## src/rtl/dma_pkg.sv

```systemverilog
package dma_pkg;
	// register byte offsets
	localparam logic [5:0] OFS_CTRL   = 6'h00;
	localparam logic [5:0] OFS_SRC    = 6'h04;
	localparam logic [5:0] OFS_DST    = 6'h08;
	localparam logic [5:0] OFS_CNT    = 6'h0c;
	localparam logic [5:0] OFS_NSRC   = 6'h10;
	localparam logic [5:0] OFS_NDST   = 6'h14;
	localparam logic [5:0] OFS_NCNT   = 6'h18;
	localparam logic [5:0] OFS_CHAIN  = 6'h1c;
	localparam logic [5:0] OFS_MASTER = 6'h20;
	localparam logic [5:0] OFS_SRCCFG = 6'h24;
	// control register fields
	localparam int BIT_CH_EN    = 0;
	localparam int BIT_END_FLAG = 1;
	localparam int BIT_IRQ_EN   = 2;
	localparam int BIT_SIZE     = 3;
	localparam int BIT_SAMPLE   = 6;
	localparam int BIT_ACK_POL  = 8;
	localparam int BIT_ACK_CYC  = 9;
	localparam int BIT_ACC_POL  = 10;
	localparam int BIT_CHAIN_EN = 11;
	localparam int BIT_SRC_MODE = 12;
	localparam int BIT_DST_MODE = 14;
	localparam int BIT_END_SEL  = 16;
	localparam int BIT_CLR_SEL  = 17;
	localparam int BIT_NSRC_EN  = 18;
	localparam int BIT_NDST_EN  = 19;
	localparam int BIT_FIFO_SEL = 22;
	localparam logic [31:0] CTRL_WMASK = 32'h004f_fffd;
	localparam logic [31:0] CTRL_RST   = 32'h0000_0000;
	// master register fields
	localparam int BIT_MASTER_EN = 0;
	localparam int BIT_NMI_STOP  = 1;
	localparam int BIT_ADDR_ERR  = 2;
	// source config register fields
	localparam int BIT_REQ_SRC = 0;
	localparam int BIT_SINGLE  = 2;
	localparam int BIT_DIR_IN  = 3;
	// step codes and units
	localparam logic [1:0] MODE_INC  = 2'h1;
	localparam logic [1:0] MODE_DEC  = 2'h2;
	localparam logic [1:0] SIZE_8    = 2'h0;
	localparam logic [1:0] SIZE_16   = 2'h1;
	localparam logic [1:0] SIZE_32   = 2'h2;
	localparam logic [31:0] STEP_8   = 32'h0000_0001;
	localparam logic [31:0] STEP_16  = 32'h0000_0002;
	localparam logic [31:0] STEP_32  = 32'h0000_0004;
	localparam int FIFO_SHALLOW = 1;
	localparam int FIFO_DEEP    = 16;
	typedef enum logic [1:0] {SRC_AUTO, SRC_EXT, SRC_MOD, SRC_NONE} req_src_t;
	typedef enum logic [2:0] {ST_IDLE, ST_READ, ST_WRITE, ST_SINGLE,
		ST_LINK} chan_st_t;
endpackage

```

## src/rtl/req_fifo_if.sv

```systemverilog
`timescale 1ns/1ps
`default_nettype none
interface req_fifo_if #(
	parameter int W  = 1,
	parameter int LW = 5
);
	logic          push;
	logic [W-1:0]  wdata;
	logic          pop;
	logic [W-1:0]  rdata;
	logic [LW-1:0] level;
	modport owner (output push, wdata, pop, input rdata, level);
	modport store (input push, wdata, pop, output rdata, level);
endinterface
`default_nettype wire

```

## src/rtl/req_fifo.sv

```systemverilog
`timescale 1ns/1ps
`default_nettype none
module req_fifo #(
	parameter int W     = 1,
	parameter int DEPTH = 16
) (
	// clock and reset
	input  wire logic clk_sys_i,
	input  wire logic nrst_i,
	// queue port
	req_fifo_if.store q
);
	localparam int LW = $clog2(DEPTH + 1);
	localparam int PW = $clog2(DEPTH);
	generate
		if (DEPTH < 2) begin : g_bad
			$error("req_fifo needs DEPTH of at least 2");
		end
	endgenerate
	typedef struct packed {
		logic [DEPTH-1:0][W-1:0] mem;
		logic [PW-1:0]           wp;
		logic [PW-1:0]           rp;
		logic [LW-1:0]           cnt;
		logic [W-1:0]            rdata;
	} fifo_st_t;
	fifo_st_t s;
	fifo_st_t n;
	logic     do_push;
	logic     do_pop;
	always_comb begin
		n = s;
		do_pop = q.pop && (s.cnt != '0);
		do_push = q.push && (s.cnt != LW'(DEPTH));
		if (do_push) begin
			n.mem[s.wp] = q.wdata;
			n.wp = (s.wp == PW'(DEPTH - 1)) ? '0 : PW'(s.wp + 1'b1);
		end
		if (do_pop) begin
			n.rp = (s.rp == PW'(DEPTH - 1)) ? '0 : PW'(s.rp + 1'b1);
		end
		n.cnt = LW'(s.cnt + LW'(do_push) - LW'(do_pop));
		// head always visible so the owner can peek before popping
		n.rdata = n.mem[n.rp];
	end
	always_ff @(posedge clk_sys_i or negedge nrst_i) begin
		if (!nrst_i) begin
			s <= '0;
		end else begin
			s <= n;
		end
	end
	assign q.rdata = s.rdata;
	assign q.level = s.cnt;
endmodule
`default_nettype wire

```

## src/rtl/dma_chain_channel.sv

```systemverilog
// Operation
// - request queue holds sixteen entries when depth select is 1 with low-level sampling, one entry otherwise
// - control bits 21 and 20 read as zero, writes to them ignored
// - with next-destination reload on, chain link copies next destination
// - with next-source reload on, chain link copies next source
// - module flag clear on last count cycle, or every transfer if selected
// - end flag on chain and count both zero, or count zero alone if selected
// - end timing select applies even with chaining switched off
// - with irq enable set, end interrupt rises as end flag is set
// - auto-request always behaves as end timing select 1
// - destination fixed, incremented or decremented by 1, 2 or 4
// - destination mode ignored in single address mode, memory to device
// - source fixed, incremented or decremented by 1, 2 or 4
// - source mode ignored in single address mode, device to memory
// - chained transfers happen only with chain enable set
// - request-accepted output active high at polarity 0, low at 1
// - dual address ack in read cycle at select 0, write cycle at 1
// - single address mode always asserts ack on each transfer
// - ack output active high at level 0, active low at 1
// - sampling select: low level at 0, falling edge at 1, unused in auto
// - unit size 8, 16 or 32 bits selects the address step
// - early stop by nmi, address error or enable clear sets no end flag
//
// Register access over Avalon-MM and the placing of the registers were decided locally.
`timescale 1ns/1ps
`default_nettype none
module dma_chain_channel #(
	parameter int CNT_W      = 24,
	parameter int CHAIN_W    = 8,
	parameter int FIFO_DEPTH = dma_pkg::FIFO_DEEP
) (
	// clock and reset
	input  wire logic        clk_sys_i,
	input  wire logic        nrst_i,
	// avalon-mm slave
	input  wire logic [5:0]  avs_address_i,
	input  wire logic        avs_read_i,
	input  wire logic        avs_write_i,
	input  wire logic [31:0] avs_writedata_i,
	input  wire logic [3:0]  avs_byteenable_i,
	output logic      [31:0] avs_readdata_o,
	output logic             avs_waitrequest_o,
	// requests and stop causes
	input  wire logic        ext_transfer_request_n_i,
	input  wire logic        module_request_i,
	input  wire logic        nmi_i,
	input  wire logic        addr_error_i,
	// transfer side
	output logic      [31:0] src_addr_o,
	output logic      [31:0] dst_addr_o,
	output logic             read_cycle_o,
	output logic             write_cycle_o,
	output logic             request_accepted_out_o,
	output logic             transfer_ack_out_o,
	output logic             flag_clear_o,
	output logic             transfer_end_irq_o
);
	localparam int LW = $clog2(FIFO_DEPTH + 1);
	generate
		if (CNT_W < 2 || CNT_W > 31 || CHAIN_W < 1 || CHAIN_W > 31
			|| FIFO_DEPTH < 2) begin : g_bad
			$error("dma_chain_channel parameter out of range");
		end
	endgenerate
	typedef struct packed {
		logic [31:0]        ctl;
		logic [31:0]        src;
		logic [31:0]        dst;
		logic [31:0]        nsrc;
		logic [31:0]        ndst;
		logic [CNT_W-1:0]   cnt;
		logic [CNT_W-1:0]   ncnt;
		logic [CHAIN_W-1:0] chain;
		logic               master_enable;
		logic               nmi_stop_flag;
		logic               address_error_flag;
		logic [3:0]         cfg;
		logic               end_seen;
		dma_pkg::chan_st_t  st;
		logic               req_prev;
		logic               wait_r;
		logic [31:0]        rdata;
		logic               rd;
		logic               wr;
		logic               acc;
		logic               ack;
		logic               clr;
		logic               irq;
	} chan_t;
	chan_t s;
	chan_t n;
	req_fifo_if #(.W(1), .LW(LW)) fq ();
	req_fifo #(.W(1), .DEPTH(FIFO_DEPTH)) u_fifo (
		.clk_sys_i (clk_sys_i),
		.nrst_i    (nrst_i),
		.q         (fq.store)
	);
	function automatic logic [31:0] merge(input logic [31:0] o,
		input logic [31:0] d, input logic [3:0] be);
		for (int i = 0; i < 4; i++) begin
			if (be[i]) begin
				o[8*i +: 8] = d[8*i +: 8];
			end
		end
		return o;
	endfunction
	logic              run;
	logic              is_auto;
	logic              is_mod;
	logic              single;
	logic              dir_in;
	logic              req_n;
	logic              req_hit;
	logic [LW-1:0]     limit;
	logic              push;
	logic              pop;
	logic              acc_act;
	logic              ack_act;
	logic              last;
	logic [31:0]       unit;
	logic [31:0]       src_step;
	logic [31:0]       dst_step;
	logic [31:0]       wv;
	logic [31:0]       rmux;
	dma_pkg::req_src_t rsrc;
	always_comb begin
		n = s;
		n.rd = 1'b0;
		n.wr = 1'b0;
		n.clr = 1'b0;
		acc_act = 1'b0;
		ack_act = 1'b0;
		pop = 1'b0;
		wv = merge(32'h0000_0000, avs_writedata_i, avs_byteenable_i);
		rsrc = dma_pkg::req_src_t'(s.cfg[dma_pkg::BIT_REQ_SRC +: 2]);
		is_auto = (rsrc == dma_pkg::SRC_AUTO);
		is_mod = (rsrc == dma_pkg::SRC_MOD);
		single = s.cfg[dma_pkg::BIT_SINGLE];
		dir_in = s.cfg[dma_pkg::BIT_DIR_IN];
		run = s.ctl[dma_pkg::BIT_CH_EN] && s.master_enable
			&& !s.nmi_stop_flag && !s.address_error_flag;
		last = (s.cnt == CNT_W'(1));
		// register read mux, reserved bits come back as zero
		case (avs_address_i)
			dma_pkg::OFS_CTRL:   rmux = s.ctl;
			dma_pkg::OFS_SRC:    rmux = s.src;
			dma_pkg::OFS_DST:    rmux = s.dst;
			dma_pkg::OFS_CNT:    rmux = 32'(s.cnt);
			dma_pkg::OFS_NSRC:   rmux = s.nsrc;
			dma_pkg::OFS_NDST:   rmux = s.ndst;
			dma_pkg::OFS_NCNT:   rmux = 32'(s.ncnt);
			dma_pkg::OFS_CHAIN:  rmux = 32'(s.chain);
			dma_pkg::OFS_MASTER: rmux = {29'h0, s.address_error_flag,
				s.nmi_stop_flag, s.master_enable};
			dma_pkg::OFS_SRCCFG: rmux = {28'h0, s.cfg};
			default:             rmux = 32'h0000_0000;
		endcase
		// one wait state: request seen, then answered on the next edge
		if ((avs_read_i || avs_write_i) && s.wait_r) begin
			n.wait_r = 1'b0;
			n.rdata = avs_read_i ? rmux : 32'h0000_0000;
			if (avs_read_i && avs_address_i == dma_pkg::OFS_CTRL
				&& s.ctl[dma_pkg::BIT_END_FLAG]) begin
				n.end_seen = 1'b1;
			end
		end else begin
			n.wait_r = 1'b1;
		end
		if (avs_write_i && !s.wait_r) begin
			case (avs_address_i)
				dma_pkg::OFS_CTRL: begin
					wv = merge(s.ctl, avs_writedata_i, avs_byteenable_i);
					n.ctl = wv & dma_pkg::CTRL_WMASK;
					// end flag clears only by writing 0 after reading 1
					n.ctl[dma_pkg::BIT_END_FLAG] = s.ctl[dma_pkg::BIT_END_FLAG]
						&& !(s.end_seen && !wv[dma_pkg::BIT_END_FLAG]);
					n.end_seen = 1'b0;
				end
				dma_pkg::OFS_SRC:    n.src = merge(s.src, wv, avs_byteenable_i);
				dma_pkg::OFS_DST:    n.dst = merge(s.dst, wv, avs_byteenable_i);
				dma_pkg::OFS_CNT:    n.cnt = wv[CNT_W-1:0];
				dma_pkg::OFS_NSRC:   n.nsrc = merge(s.nsrc, wv, avs_byteenable_i);
				dma_pkg::OFS_NDST:   n.ndst = merge(s.ndst, wv, avs_byteenable_i);
				dma_pkg::OFS_NCNT:   n.ncnt = wv[CNT_W-1:0];
				dma_pkg::OFS_CHAIN:  n.chain = wv[CHAIN_W-1:0];
				dma_pkg::OFS_MASTER: begin
					n.master_enable = wv[dma_pkg::BIT_MASTER_EN];
					n.nmi_stop_flag = s.nmi_stop_flag
						&& wv[dma_pkg::BIT_NMI_STOP];
					n.address_error_flag = s.address_error_flag
						&& wv[dma_pkg::BIT_ADDR_ERR];
				end
				dma_pkg::OFS_SRCCFG: n.cfg = wv[3:0];
				default: ;
			endcase
		end
		// hardware set wins over a software clear in the same cycle
		if (nmi_i) begin
			n.nmi_stop_flag = 1'b1;
		end
		if (addr_error_i) begin
			n.address_error_flag = 1'b1;
		end
		// request sampling into the queue
		req_n = is_mod ? !module_request_i : ext_transfer_request_n_i;
		n.req_prev = req_n;
		req_hit = s.ctl[dma_pkg::BIT_SAMPLE] ? (s.req_prev && !req_n)
			: !req_n;
		limit = (s.ctl[dma_pkg::BIT_FIFO_SEL]
			&& !s.ctl[dma_pkg::BIT_SAMPLE]) ? LW'(FIFO_DEPTH)
			: LW'(dma_pkg::FIFO_SHALLOW);
		push = !is_auto && run && req_hit && (fq.level < limit);
		// address step from unit size, prohibited code steps nothing
		case (s.ctl[dma_pkg::BIT_SIZE +: 2])
			dma_pkg::SIZE_8:  unit = dma_pkg::STEP_8;
			dma_pkg::SIZE_16: unit = dma_pkg::STEP_16;
			dma_pkg::SIZE_32: unit = dma_pkg::STEP_32;
			default:          unit = 32'h0000_0000;
		endcase
		case (s.ctl[dma_pkg::BIT_SRC_MODE +: 2])
			dma_pkg::MODE_INC: src_step = s.src + unit;
			dma_pkg::MODE_DEC: src_step = s.src - unit;
			default:           src_step = s.src;
		endcase
		case (s.ctl[dma_pkg::BIT_DST_MODE +: 2])
			dma_pkg::MODE_INC: dst_step = s.dst + unit;
			dma_pkg::MODE_DEC: dst_step = s.dst - unit;
			default:           dst_step = s.dst;
		endcase
		// early stop leaves the end flag alone
		if (!run && s.st != dma_pkg::ST_IDLE) begin
			n.st = dma_pkg::ST_IDLE;
		end else begin
			case (s.st)
				dma_pkg::ST_IDLE: begin
					if (run && !s.ctl[dma_pkg::BIT_END_FLAG]
						&& s.cnt != '0 && (is_auto || fq.level != '0)) begin
						pop = !is_auto;
						acc_act = !is_auto;
						if (single) begin
							n.st = dma_pkg::ST_SINGLE;
							ack_act = 1'b1;
							n.rd = !dir_in;
							n.wr = dir_in;
							n.clr = fq.rdata[0] && (last
								|| s.ctl[dma_pkg::BIT_CLR_SEL]);
						end else begin
							n.st = dma_pkg::ST_READ;
							n.rd = 1'b1;
							ack_act = !s.ctl[dma_pkg::BIT_ACK_CYC];
						end
					end
				end
				dma_pkg::ST_READ: begin
					n.st = dma_pkg::ST_WRITE;
					n.wr = 1'b1;
					ack_act = s.ctl[dma_pkg::BIT_ACK_CYC];
					n.clr = is_mod && (last
						|| s.ctl[dma_pkg::BIT_CLR_SEL]);
				end
				dma_pkg::ST_WRITE, dma_pkg::ST_SINGLE: begin
					if (!(single && dir_in)) begin
						n.src = src_step;
					end
					if (!(single && !dir_in)) begin
						n.dst = dst_step;
					end
					n.cnt = s.cnt - 1'b1;
					n.st = dma_pkg::ST_IDLE;
					if (last) begin
						// select applies whether or not chaining is on
						if (s.ctl[dma_pkg::BIT_END_SEL] || is_auto
							|| s.chain == '0) begin
							n.ctl[dma_pkg::BIT_END_FLAG] = 1'b1;
						end
						if (s.ctl[dma_pkg::BIT_CHAIN_EN]
							&& s.chain != '0) begin
							n.chain = s.chain - 1'b1;
							n.st = dma_pkg::ST_LINK;
						end
					end
				end
				dma_pkg::ST_LINK: begin
					// reload between links, no bus cycle here
					n.cnt = s.ncnt;
					if (s.ctl[dma_pkg::BIT_NSRC_EN]) begin
						n.src = s.nsrc;
					end
					if (s.ctl[dma_pkg::BIT_NDST_EN]) begin
						n.dst = s.ndst;
					end
					n.st = dma_pkg::ST_IDLE;
				end
				default: n.st = dma_pkg::ST_IDLE;
			endcase
		end
		n.acc = acc_act ^ s.ctl[dma_pkg::BIT_ACC_POL];
		n.ack = ack_act ^ s.ctl[dma_pkg::BIT_ACK_POL];
		n.irq = n.ctl[dma_pkg::BIT_END_FLAG]
			&& n.ctl[dma_pkg::BIT_IRQ_EN];
	end
	always_ff @(posedge clk_sys_i or negedge nrst_i) begin
		if (!nrst_i) begin
			s <= '0;
			s.ctl <= dma_pkg::CTRL_RST;
			s.st <= dma_pkg::ST_IDLE;
			s.wait_r <= 1'b1;
			s.req_prev <= 1'b1;
		end else begin
			s <= n;
		end
	end
	assign fq.push = push;
	assign fq.wdata = is_mod;
	assign fq.pop = pop;
	assign avs_readdata_o = s.rdata;
	assign avs_waitrequest_o = s.wait_r;
	assign src_addr_o = s.src;
	assign dst_addr_o = s.dst;
	assign read_cycle_o = s.rd;
	assign write_cycle_o = s.wr;
	assign request_accepted_out_o = s.acc;
	assign transfer_ack_out_o = s.ack;
	assign flag_clear_o = s.clr;
	assign transfer_end_irq_o = s.irq;
	// checks
	rsv_read_a: assert property (@(posedge clk_sys_i) disable iff (!nrst_i)
		(avs_read_i && s.wait_r && avs_address_i == dma_pkg::OFS_CTRL)
		|=> avs_readdata_o[21:20] == 2'h0)
		else $error("reserved control bits read nonzero");
	ndst_load_a: assert property (@(posedge clk_sys_i) disable iff (!nrst_i)
		(s.st == dma_pkg::ST_LINK && run && s.ctl[dma_pkg::BIT_NDST_EN])
		|=> dst_addr_o == $past(s.ndst))
		else $error("next destination not reloaded");
	nsrc_hold_a: assert property (@(posedge clk_sys_i) disable iff (!nrst_i)
		(s.st == dma_pkg::ST_LINK && !s.ctl[dma_pkg::BIT_NSRC_EN]
		&& !avs_write_i) |=> $stable(src_addr_o))
		else $error("source changed without reload enable");
	clr_time_a: assert property (@(posedge clk_sys_i) disable iff (!nrst_i)
		flag_clear_o |-> (s.cnt == CNT_W'(1)
		|| s.ctl[dma_pkg::BIT_CLR_SEL]))
		else $error("flag clear outside last count cycle");
	end_set_a: assert property (@(posedge clk_sys_i) disable iff (!nrst_i)
		($rose(s.ctl[dma_pkg::BIT_END_FLAG]) && !s.ctl[dma_pkg::BIT_END_SEL]
		&& !$past(is_auto)) |-> $past(s.chain) == '0)
		else $error("end flag set while chain count nonzero");
	irq_rise_a: assert property (@(posedge clk_sys_i) disable iff (!nrst_i)
		($rose(s.ctl[dma_pkg::BIT_END_FLAG]) && s.ctl[dma_pkg::BIT_IRQ_EN])
		|-> transfer_end_irq_o)
		else $error("end interrupt missing");
	dst_inc_a: assert property (@(posedge clk_sys_i) disable iff (!nrst_i)
		(s.st == dma_pkg::ST_WRITE && run && !avs_write_i
		&& s.ctl[15:14] == dma_pkg::MODE_INC && s.ctl[4:3] == dma_pkg::SIZE_32)
		|=> dst_addr_o == $past(dst_addr_o) + 32'h0000_0004)
		else $error("destination step wrong");
	ack_read_a: assert property (@(posedge clk_sys_i) disable iff (!nrst_i)
		(s.st == dma_pkg::ST_IDLE && n.st == dma_pkg::ST_READ
		&& !s.ctl[dma_pkg::BIT_ACK_CYC]) |=> read_cycle_o
		&& transfer_ack_out_o != $past(s.ctl[dma_pkg::BIT_ACK_POL]))
		else $error("ack missing in read cycle");
	ack_single_a: assert property (@(posedge clk_sys_i)
		disable iff (!nrst_i) (n.st == dma_pkg::ST_SINGLE)
		|=> transfer_ack_out_o != $past(s.ctl[dma_pkg::BIT_ACK_POL]))
		else $error("ack missing in single mode");
	stop_quiet_a: assert property (@(posedge clk_sys_i) disable iff (!nrst_i)
		(s.st != dma_pkg::ST_IDLE && !run)
		|=> s.st == dma_pkg::ST_IDLE && $stable(s.ctl[dma_pkg::BIT_END_FLAG])
		)
		else $error("early stop changed end flag");
endmodule
`default_nettype wire

```

## config.mk

```make
export PLATFORM = sky130hd
export DESIGN_NAME = dma_chain_channel
export DESIGN_NICKNAME = d
export VERILOG_FILES = /design/src/rtl/dma_pkg.sv /design/src/rtl/req_fifo_if.sv /design/src/rtl/req_fifo.sv /design/src/rtl/dma_chain_channel.sv
export SDC_FILE = /design/constraint.sdc
export NUM_CORES = 1
export LEC_CHECK = 0
export ABC_CLOCK_PERIOD_IN_PS = 4200
export BUFFER_PORTS_ARGS = -buffer_cell sky130_fd_sc_hd__clkbuf_2
export CORE_UTILIZATION = 35
export CTS_BUF_LIST = sky130_fd_sc_hd__clkbuf_4 sky130_fd_sc_hd__clkbuf_8
export CTS_CLUSTER_DIAMETER = 100
export DETAILED_ROUTE_END_ITERATION = 12
export PLACE_DENSITY = 0.59
export SYNTH_ARGS = -nofsm -noshare
export SYNTH_HDL_FRONTEND = slang
export SYNTH_SLANG_ARGS = --single-unit
```

## constraint.sdc

```tcl
create_clock -name clk_sys_i -period 4.2 [get_ports clk_sys_i]
set_input_delay 0.21 -clock clk_sys_i [delete_from_list [all_inputs] [get_ports clk_sys_i]]
set_output_delay 0.21 -clock clk_sys_i [all_outputs]
set_load 0.1 [all_outputs]
```

* After elaboration in Yosys (flattened, before gate mapping)
Cells that the tools add are included.
** Storage, ports and cells
- Register bits :: 286
** Operators by class
- Add/subtract/negate cells :: 10
- Equal/unequal tests :: 28
- Mux-type cells :: 95
- Bitwise operators :: 2
- $lt $le $gt $ge :: 4
- Reduce and logical (&&, ||, !) cells :: 77
** Operators with widths (number)
- $pmux 32 s10 :: 1
- $mux 32 :: 9
- $mux 8 :: 27
- $mux 195 :: 1
- $pmux 32 s2 :: 2
- $pmux 64 s2 :: 1
- $mux 24 :: 3
- $add 32x32->32 :: 2
- $mux 64 :: 1
- $sub 32x32->32 :: 2
- $pmux 24 s2 :: 1
- $reduce_and 3->1 :: 11
- $logic_and 1x1->1 :: 29
- $mux 1 :: 26
- $eq 24x1->1 const B :: 1
- $eq 6x5->1 const B :: 4
- $reduce_bool 24->1 :: 1
- $sub 24x1->24 const B :: 1
- $mux 20 :: 1
- $mux 3 :: 6
- $pmux 3 s3 :: 2
- $bwmux 16 :: 1
- $mux 4 :: 4
- $logic_not 1->1 :: 13
- other kinds (36) :: 66

* Longest topological paths before layout
- Word-level depth :: 14
- Gate-level depth with buffers :: 14
- Mapped depth without buffers :: 14

* By module
A second synthesis with hierarchy kept.
** Unflattened totals
- Cell total of the unflattened synthesis :: 2229
- Area, all modules :: 19777.7 um^2
** Modules (own cells, without submodules)
- dma_chain_channel :: cells an instance 2064, area an instance 18002.3 um^2, seq. area each 6408.6 um^2, times used 1
- req_fifo :: cells an instance 165, area an instance 1775.5 um^2, seq. area each 750.7 um^2, times used 1

* Least setup slack after synthesis
Ideal clock, no wire load.
- Path type :: reg2reg
- Start point :: reg s[238] (netlist bit)
- End point :: reg s (netlist bit src_addr_o[30])
- Slack :: 588 ps
- Clock period less this slack :: 3612 ps
- Data required time :: 4058 ps
- Arrival :: 3470 ps
- Stages on the path, launching flop included :: 13
- Cells stage by stage :: dfrtp_1 > nand2_1 > nand2_1 > ha_1 > o21ai_0 > o21ai_1 > a311o_1 > a211oi_1 > o31ai_1 > a311oi_1 > xnor2_1 > a21oi_1 > o221ai_1
** On the way
- Cells in the longest elaborated chain, start to end :: 7
- Elaborated cells between the ends (all ways) :: 10
** RTL lines
- from (decl) :: line dma_chain_channel.sv:90 : chan_t s;
- from (signal assigned) :: line dma_chain_channel.sv:310 : s <= n;
- $eq 2x2->1, or another cell as far along :: line dma_chain_channel.sv:214 : case (s.ctl[dma_pkg::BIT_SIZE +: 2])
- $pmux 3 s3 (*) :: line dma_chain_channel.sv:214
- $sub 32x32->32 or $add 32x32->32 (tied branches) :: line dma_chain_channel.sv:222, dma_chain_channel.sv:221
- $pmux 32 s2 (*) :: line dma_chain_channel.sv:220 : case (s.ctl[dma_pkg::BIT_SRC_MODE +: 2])
- $mux 32 (*) :: line dma_chain_channel.sv:262 : if (!(single && dir_in)) begin
- $pmux 64 s2 (*) :: line dma_chain_channel.sv:234 : case (s.st)
- $mux 64 (*) :: line dma_chain_channel.sv:231 : if (!run && s.st != dma_pkg::ST_IDLE) begin
Mark *: on every way between the ends. The rest lies on a longest branch, timed or not.
A chain may end at the register's enable or synchronous reset.

* Worst setup path after layout
- Start point :: reg s[249] (netlist bit)
- End point :: reg s (netlist bit dst_addr_o[25])
** On the way
- Cells in the longest elaborated chain, start to end :: 5
- Elaborated cells between the ends (all ways) :: 7
** RTL lines
- $eq 2x2->1 or $eq 2x1->1 (tied branches) :: line dma_chain_channel.sv:225 : case (s.ctl[dma_pkg::BIT_DST_MODE +: 2])
- $pmux 32 s2 :: line dma_chain_channel.sv:225
- $mux 32 :: line dma_chain_channel.sv:265 : if (!(single && !dir_in)) begin
- $pmux 64 s2 :: line dma_chain_channel.sv:234
- $mux 64 :: line dma_chain_channel.sv:231
Parallel ways exist; a longest one is shown, timed or not.

==> results_tabular.tex <==
\begin{tabular}{lr}
\hline
Metric & Value \\
\hline
\multicolumn{2}{l}{\textbf{Status}} \\
\quad Result of the run & finished clean \\
\multicolumn{2}{l}{\textbf{Power}} \\
\quad Reported leakage power & 10.7 nW \\
\quad Peak supply drop & 0.207 mV \\
\quad Ratio of total power to cell area & 316 nW/µm² \\
\quad Overall power of the completed layout & 0.00733 W \\
\multicolumn{2}{l}{\textbf{STA}} \\
\quad Final setup viols & 0 \\
\quad Final setup slack of the worst path & 312 ps \\
\quad Fin crit period & 3890 ps \\
\quad RSZ-0062 raised after global routing & false \\
\quad Count of endpoints failing hold in the final timing report & 0 \\
\quad Transition time of the tightest slew-check pin & 992 ps \\
\quad Setup TNS Final & 0 ps \\
\quad Normalized max-slew margin & 0.339 \\
\quad Slew Viols, Final & 0 \\
\quad Highest achievable clock rate & 257 MHz \\
\quad Share of the clock period used by the worst path & 0.926 \\
\quad Fin Hold WS & 36.5 ps \\
\quad Max Clock Skew & 21.9 ps \\
\multicolumn{2}{l}{\textbf{Critical path}} \\
\quad Most common cell type on the critical path & sky130\_fd\_sc\_hd\_\_a21o\_1 \\
\quad Arrival time at the worst endpoint & 4400 ps \\
\quad Cell family with the largest share of critical-path delay & compound AO/OA/AOI/OAI gates \\
\quad Class of the most critical setup path & register to register \\
\quad Req. time, crit path & 4710 ps \\
\quad Critical path buffers and inverters & 2 \\
\quad Critical path peak fanout & 29 \\
\quad CP startpoint kind & register \\
\quad Critical path endpoint category & register \\
\quad Cell type of the slowest stage on the worst timing path & sky130\_fd\_sc\_hd\_\_a2111oi\_0 \\
\quad Cells along the critical path & nand2b\_1, nand2\_1, buf\_12, ha\_1, a21o\_1, a21o\_1, a2111oi\_0, o41ai\_1, a41oi\_1, buf\_4, o21ai\_0, and3\_1, a31oi\_1, a32oi\_1 \\
\quad Delay of the slowest cell on the worst path & 450 ps \\
\multicolumn{2}{l}{\textbf{Clock tree}} \\
\quad Cells resized by post-CTS repair & 0 \\
\quad CTS buffer count & 51 \\
\quad CTS tree & yes \\
\quad Root buffer selected by CTS & sky130\_fd\_sc\_hd\_\_clkbuf\_8 \\
\quad Post-CTS setup-driven buffer insertion count & 0 \\
\quad Htree depth & 2 \\
\quad Clock Pin Slew Worst Setup and Hold Paths & 70 ps \\
\quad Skew-Pair Late Insertion Delay & 650 ps \\
\quad Hold buffer count at cts & 36 \\
\quad Deepest clock path buffer count & 3 \\
\quad Number of clock sinks seen by CTS & 286 \\
\multicolumn{2}{l}{\textbf{Synthesis}} \\
\quad Ranking of synthesized cells by instance count & 286 x sky130\_fd\_sc\_hd\_\_nand2\_1, 284 x sky130\_fd\_sc\_hd\_\_dfrtp\_1, 190 x sky130\_fd\_sc\_hd\_\_a21oi\_1 \\
\quad Dominant synthesized flop cell & sky130\_fd\_sc\_hd\_\_dfrtp\_1 \\
\quad Synthesis warning total & 0 \\
\quad Cell accounting for the most synthesized area & sky130\_fd\_sc\_hd\_\_dfrtp\_1 \\
\quad Syn\_nets & 2472 \\
\quad Number of flops mapped to enable cells by yosys & 0 \\
\quad Number of distinct standard cells referenced by the synthesized netlist & 77 \\
\quad Area of the mapped netlist & 20700 µm² \\
\quad Library cell with the highest instance count after synthesis & sky130\_fd\_sc\_hd\_\_nand2\_1 \\
\quad Mapped Cells & 2339 \\
\quad Post-synth ARST share & 1.00 \\
\quad Number of register bits inferred by synthesis & 286 \\
\quad Leading cell types by total area after synthesis & sky130\_fd\_sc\_hd\_\_dfrtp\_1 34\%, sky130\_fd\_sc\_hd\_\_mux2\_2 5.3\%, sky130\_fd\_sc\_hd\_\_nand2\_1 5.2\%, sky130\_fd\_sc\_hd\_\_ha\_1 4.8\%, sky130\_fd\_sc\_hd\_\_a21oi\_1 4.6\% \\
\quad Mean post-synth cell area & 8.84 µm² \\
\quad Synth top area share & 0.344 \\
\quad Portion of the post-synthesis area used by sequential elements & 0.346 \\
\multicolumn{2}{l}{\textbf{Job}} \\
\quad Max Cap Violations & 0 \\
\multicolumn{2}{l}{\textbf{GRT}} \\
\quad Maximum number of pins on one net before global-route repair & 102 \\
\quad Global route overflow & 0 \\
\quad First-pass GRT wire length & 118000 µm \\
\quad GR Util All Layers & 0.258 \\
\quad Via count of the first global-routing pass & 18500 \\
\quad Number of antenna violations at the first check in global routing & 4 \\
\multicolumn{2}{l}{\textbf{Routing}} \\
\quad DR DRC count & 0 \\
\quad Routed wirelength normalized by instance count & 24.3 µm \\
\quad Routed via count & 19200 \\
\quad First-pass iteration count of the detailed router & 6 \\
\quad Vias per cell & 5.97 \\
\quad DRC violation total after the first TritonRoute iteration & 2423 \\
\quad Number of nets with antenna violations after detailed routing & 0 \\
\quad Routed wire length & 78300 µm \\
\multicolumn{2}{l}{\textbf{Hold path}} \\
\quad Worst Hold Class & primary input to register \\
\multicolumn{2}{l}{\textbf{Final layout}} \\
\quad Number of inserted filler cells in the final layout & 5708 \\
\quad Layout Area Growth over Synthesis & 12.4\% \\
\quad Share of layout cells above drive strength 1 & 0.186 \\
\quad Area used by multi-input combinational logic & 12200 µm² \\
\quad Layout net count & 2545 \\
\quad FF/Latch Area & 7160 µm² \\
\quad Number of non-filler instances in the completed layout & 3220 \\
\multicolumn{2}{l}{\textbf{Place}} \\
\quad Setup slack after placement & 403 ps \\
\quad Count of input and output buffers & 152 \\
\quad Detail Placement HPWL & 58300 µm \\
\quad RePlAce Congestion & 0.974 \\
\quad \# placed instances & 3088 \\
\multicolumn{2}{l}{\textbf{Floorplanning}} \\
\quad Die area & 60000 µm² \\
\quad Std cell rows & 88 \\
\quad Die extent in y & 245 µm \\
\quad Total I/O pin count & 153 \\
\quad Initial standard-cell utilization of the core & 0.356 \\
\quad Die width & 245 µm \\
\quad Floorplan core area & 58000 µm² \\
\hline
\end{tabular}
## placed cells by master (no fill, tap or decap), types with 11 or more instances in the layout
cell type                       Yosys  routed
sky130_fd_sc_hd__nand2_1          286     286
sky130_fd_sc_hd__dfrtp_1          284     283
sky130_fd_sc_hd__a21oi_1          190     189
sky130_fd_sc_hd__nor2_1           181     179
sky130_fd_sc_hd__o21ai_0          168     168
sky130_fd_sc_hd__clkbuf_2           0     150
sky130_fd_sc_hd__mux2_2            98      98
sky130_fd_sc_hd__ha_1              80      80
sky130_fd_sc_hd__mux2i_1           76      76
sky130_fd_sc_hd__clkbuf_8           0      67
sky130_fd_sc_hd__buf_4             96      57
sky130_fd_sc_hd__nand3_1           52      52
sky130_fd_sc_hd__inv_1             45      45
sky130_fd_sc_hd__xnor2_1           41      41
sky130_fd_sc_hd__a21o_1            41      41
sky130_fd_sc_hd__a22o_1            39      39
sky130_fd_sc_hd__nor3_1            38      36
sky130_fd_sc_hd__dlygate4sd3_1      0      36
sky130_fd_sc_hd__xor2_1            30      30
sky130_fd_sc_hd__mux4_2            27      27
sky130_fd_sc_hd__o221ai_1          26      26
sky130_fd_sc_hd__o22ai_1           24      24
sky130_fd_sc_hd__a31oi_1           23      23
sky130_fd_sc_hd__o21ai_1           24      21
sky130_fd_sc_hd__and3_1            21      21
sky130_fd_sc_hd__nor2b_1           20      20
sky130_fd_sc_hd__nor4_1            20      19
sky130_fd_sc_hd__a22oi_1           19      19
sky130_fd_sc_hd__nand2b_1          18      18
sky130_fd_sc_hd__a211oi_1          17      17
sky130_fd_sc_hd__clkbuf_4           0      17
sky130_fd_sc_hd__a221o_1           16      16
sky130_fd_sc_hd__a222oi_1          15      15
sky130_fd_sc_hd__o21bai_1          14      14
sky130_fd_sc_hd__and2_1            13      13
sky130_fd_sc_hd__o21a_1            12      12
sky130_fd_sc_hd__a32oi_1           11      11
## layer usage
metal / vias up / wire length, µm / GRT usage
met5: - / 9 / 0
li1: 8716 / - / -
met2: 923 / 34000 / 0.386
met3: 140 / 7110 / 0.0531
met4: 2 / 2780 / 0.0939
met1: 9445 / 34400 / 0.364
## sequential cells by signal (all words and copies together), names as in the netlist
name,count
transfer_end_irq_o,1
src_addr_o,32
request_accepted_out_o,1
avs_waitrequest_o,1
avs_readdata_o,32
flag_clear_o,1
s,150
u_fifo.q.level,5
dir_in,1
rsrc,2
dst_addr_o,32
u_fifo.q.rdata,1
read_cycle_o,1
u_fifo.s,24
transfer_ack_out_o,1
write_cycle_o,1
## stage by stage
step	instance area, µm²	utilization
final	23200	0.401
after global routing	23200	0.400
after CTS	23200	0.400
after detailed placement	21700	0.374
after global placement	21700	0.374
after floorplan	20700	-
## kinds of logic (layout without fill, tap and decap cells)
kind of cell	count (synthesis)	in the layout	synth area share
XOR/XNOR	71	71	0.0301
multiplexers	215	215	0.131
buffers and inverters	275	387	0.0677
adder cells (fa/ha/maj)	83	83	0.0513
AND/OR/NAND/NOR	699	699	0.153
flip-flops	286	286	0.346
other	0	4	0
AO/OA/AOI/OAI	710	710	0.221
## final timing paths
kind	from	end	slack, ps	depth (start not counted)
max in group asynchronous	nrst_i	dst_addr_o[20]	2990	3
hold reg to reg	u_fifo.s[19]	u_fifo.s[19]	480	2
hold / removal	avs_byteenable_i[2]	s[79]	40	3
setup / recovery	s[249]	dst_addr_o[25]	310	14
min in group asynchronous	nrst_i	u_fifo.s[28]	180	2
setup reg to reg	s[249]	dst_addr_o[25]	310	14
## worst min-delay path: stages
cell and delay (ps):
sky130_fd_sc_hd__clkbuf_2 220, sky130_fd_sc_hd__nand2_1 120, sky130_fd_sc_hd__o21ai_0 80
## area by class of cell
type / count / share of cell area
Tap cell: 765 / 0.0412
Multi-Input combinational cell: 1778 / 0.523
Clock buffer: 84 / 0.0452
Timing Repair Buffer: 249 / 0.0705
Sequential cell: 286 / 0.308
Inverter: 46 / 0.00743
Clock inverter: 8 / 0.00425
Antenna cell: 4 / 0.000431
## power breakdown
group,leakage (nW),internal [W],switching (W)
sequential,3.76,0.00287,0.000199
clock,0.610,0.00170,0.00129
combinational,6.33,0.000417,0.000857
Note: power is estimated with default switching activity, not from simulation.
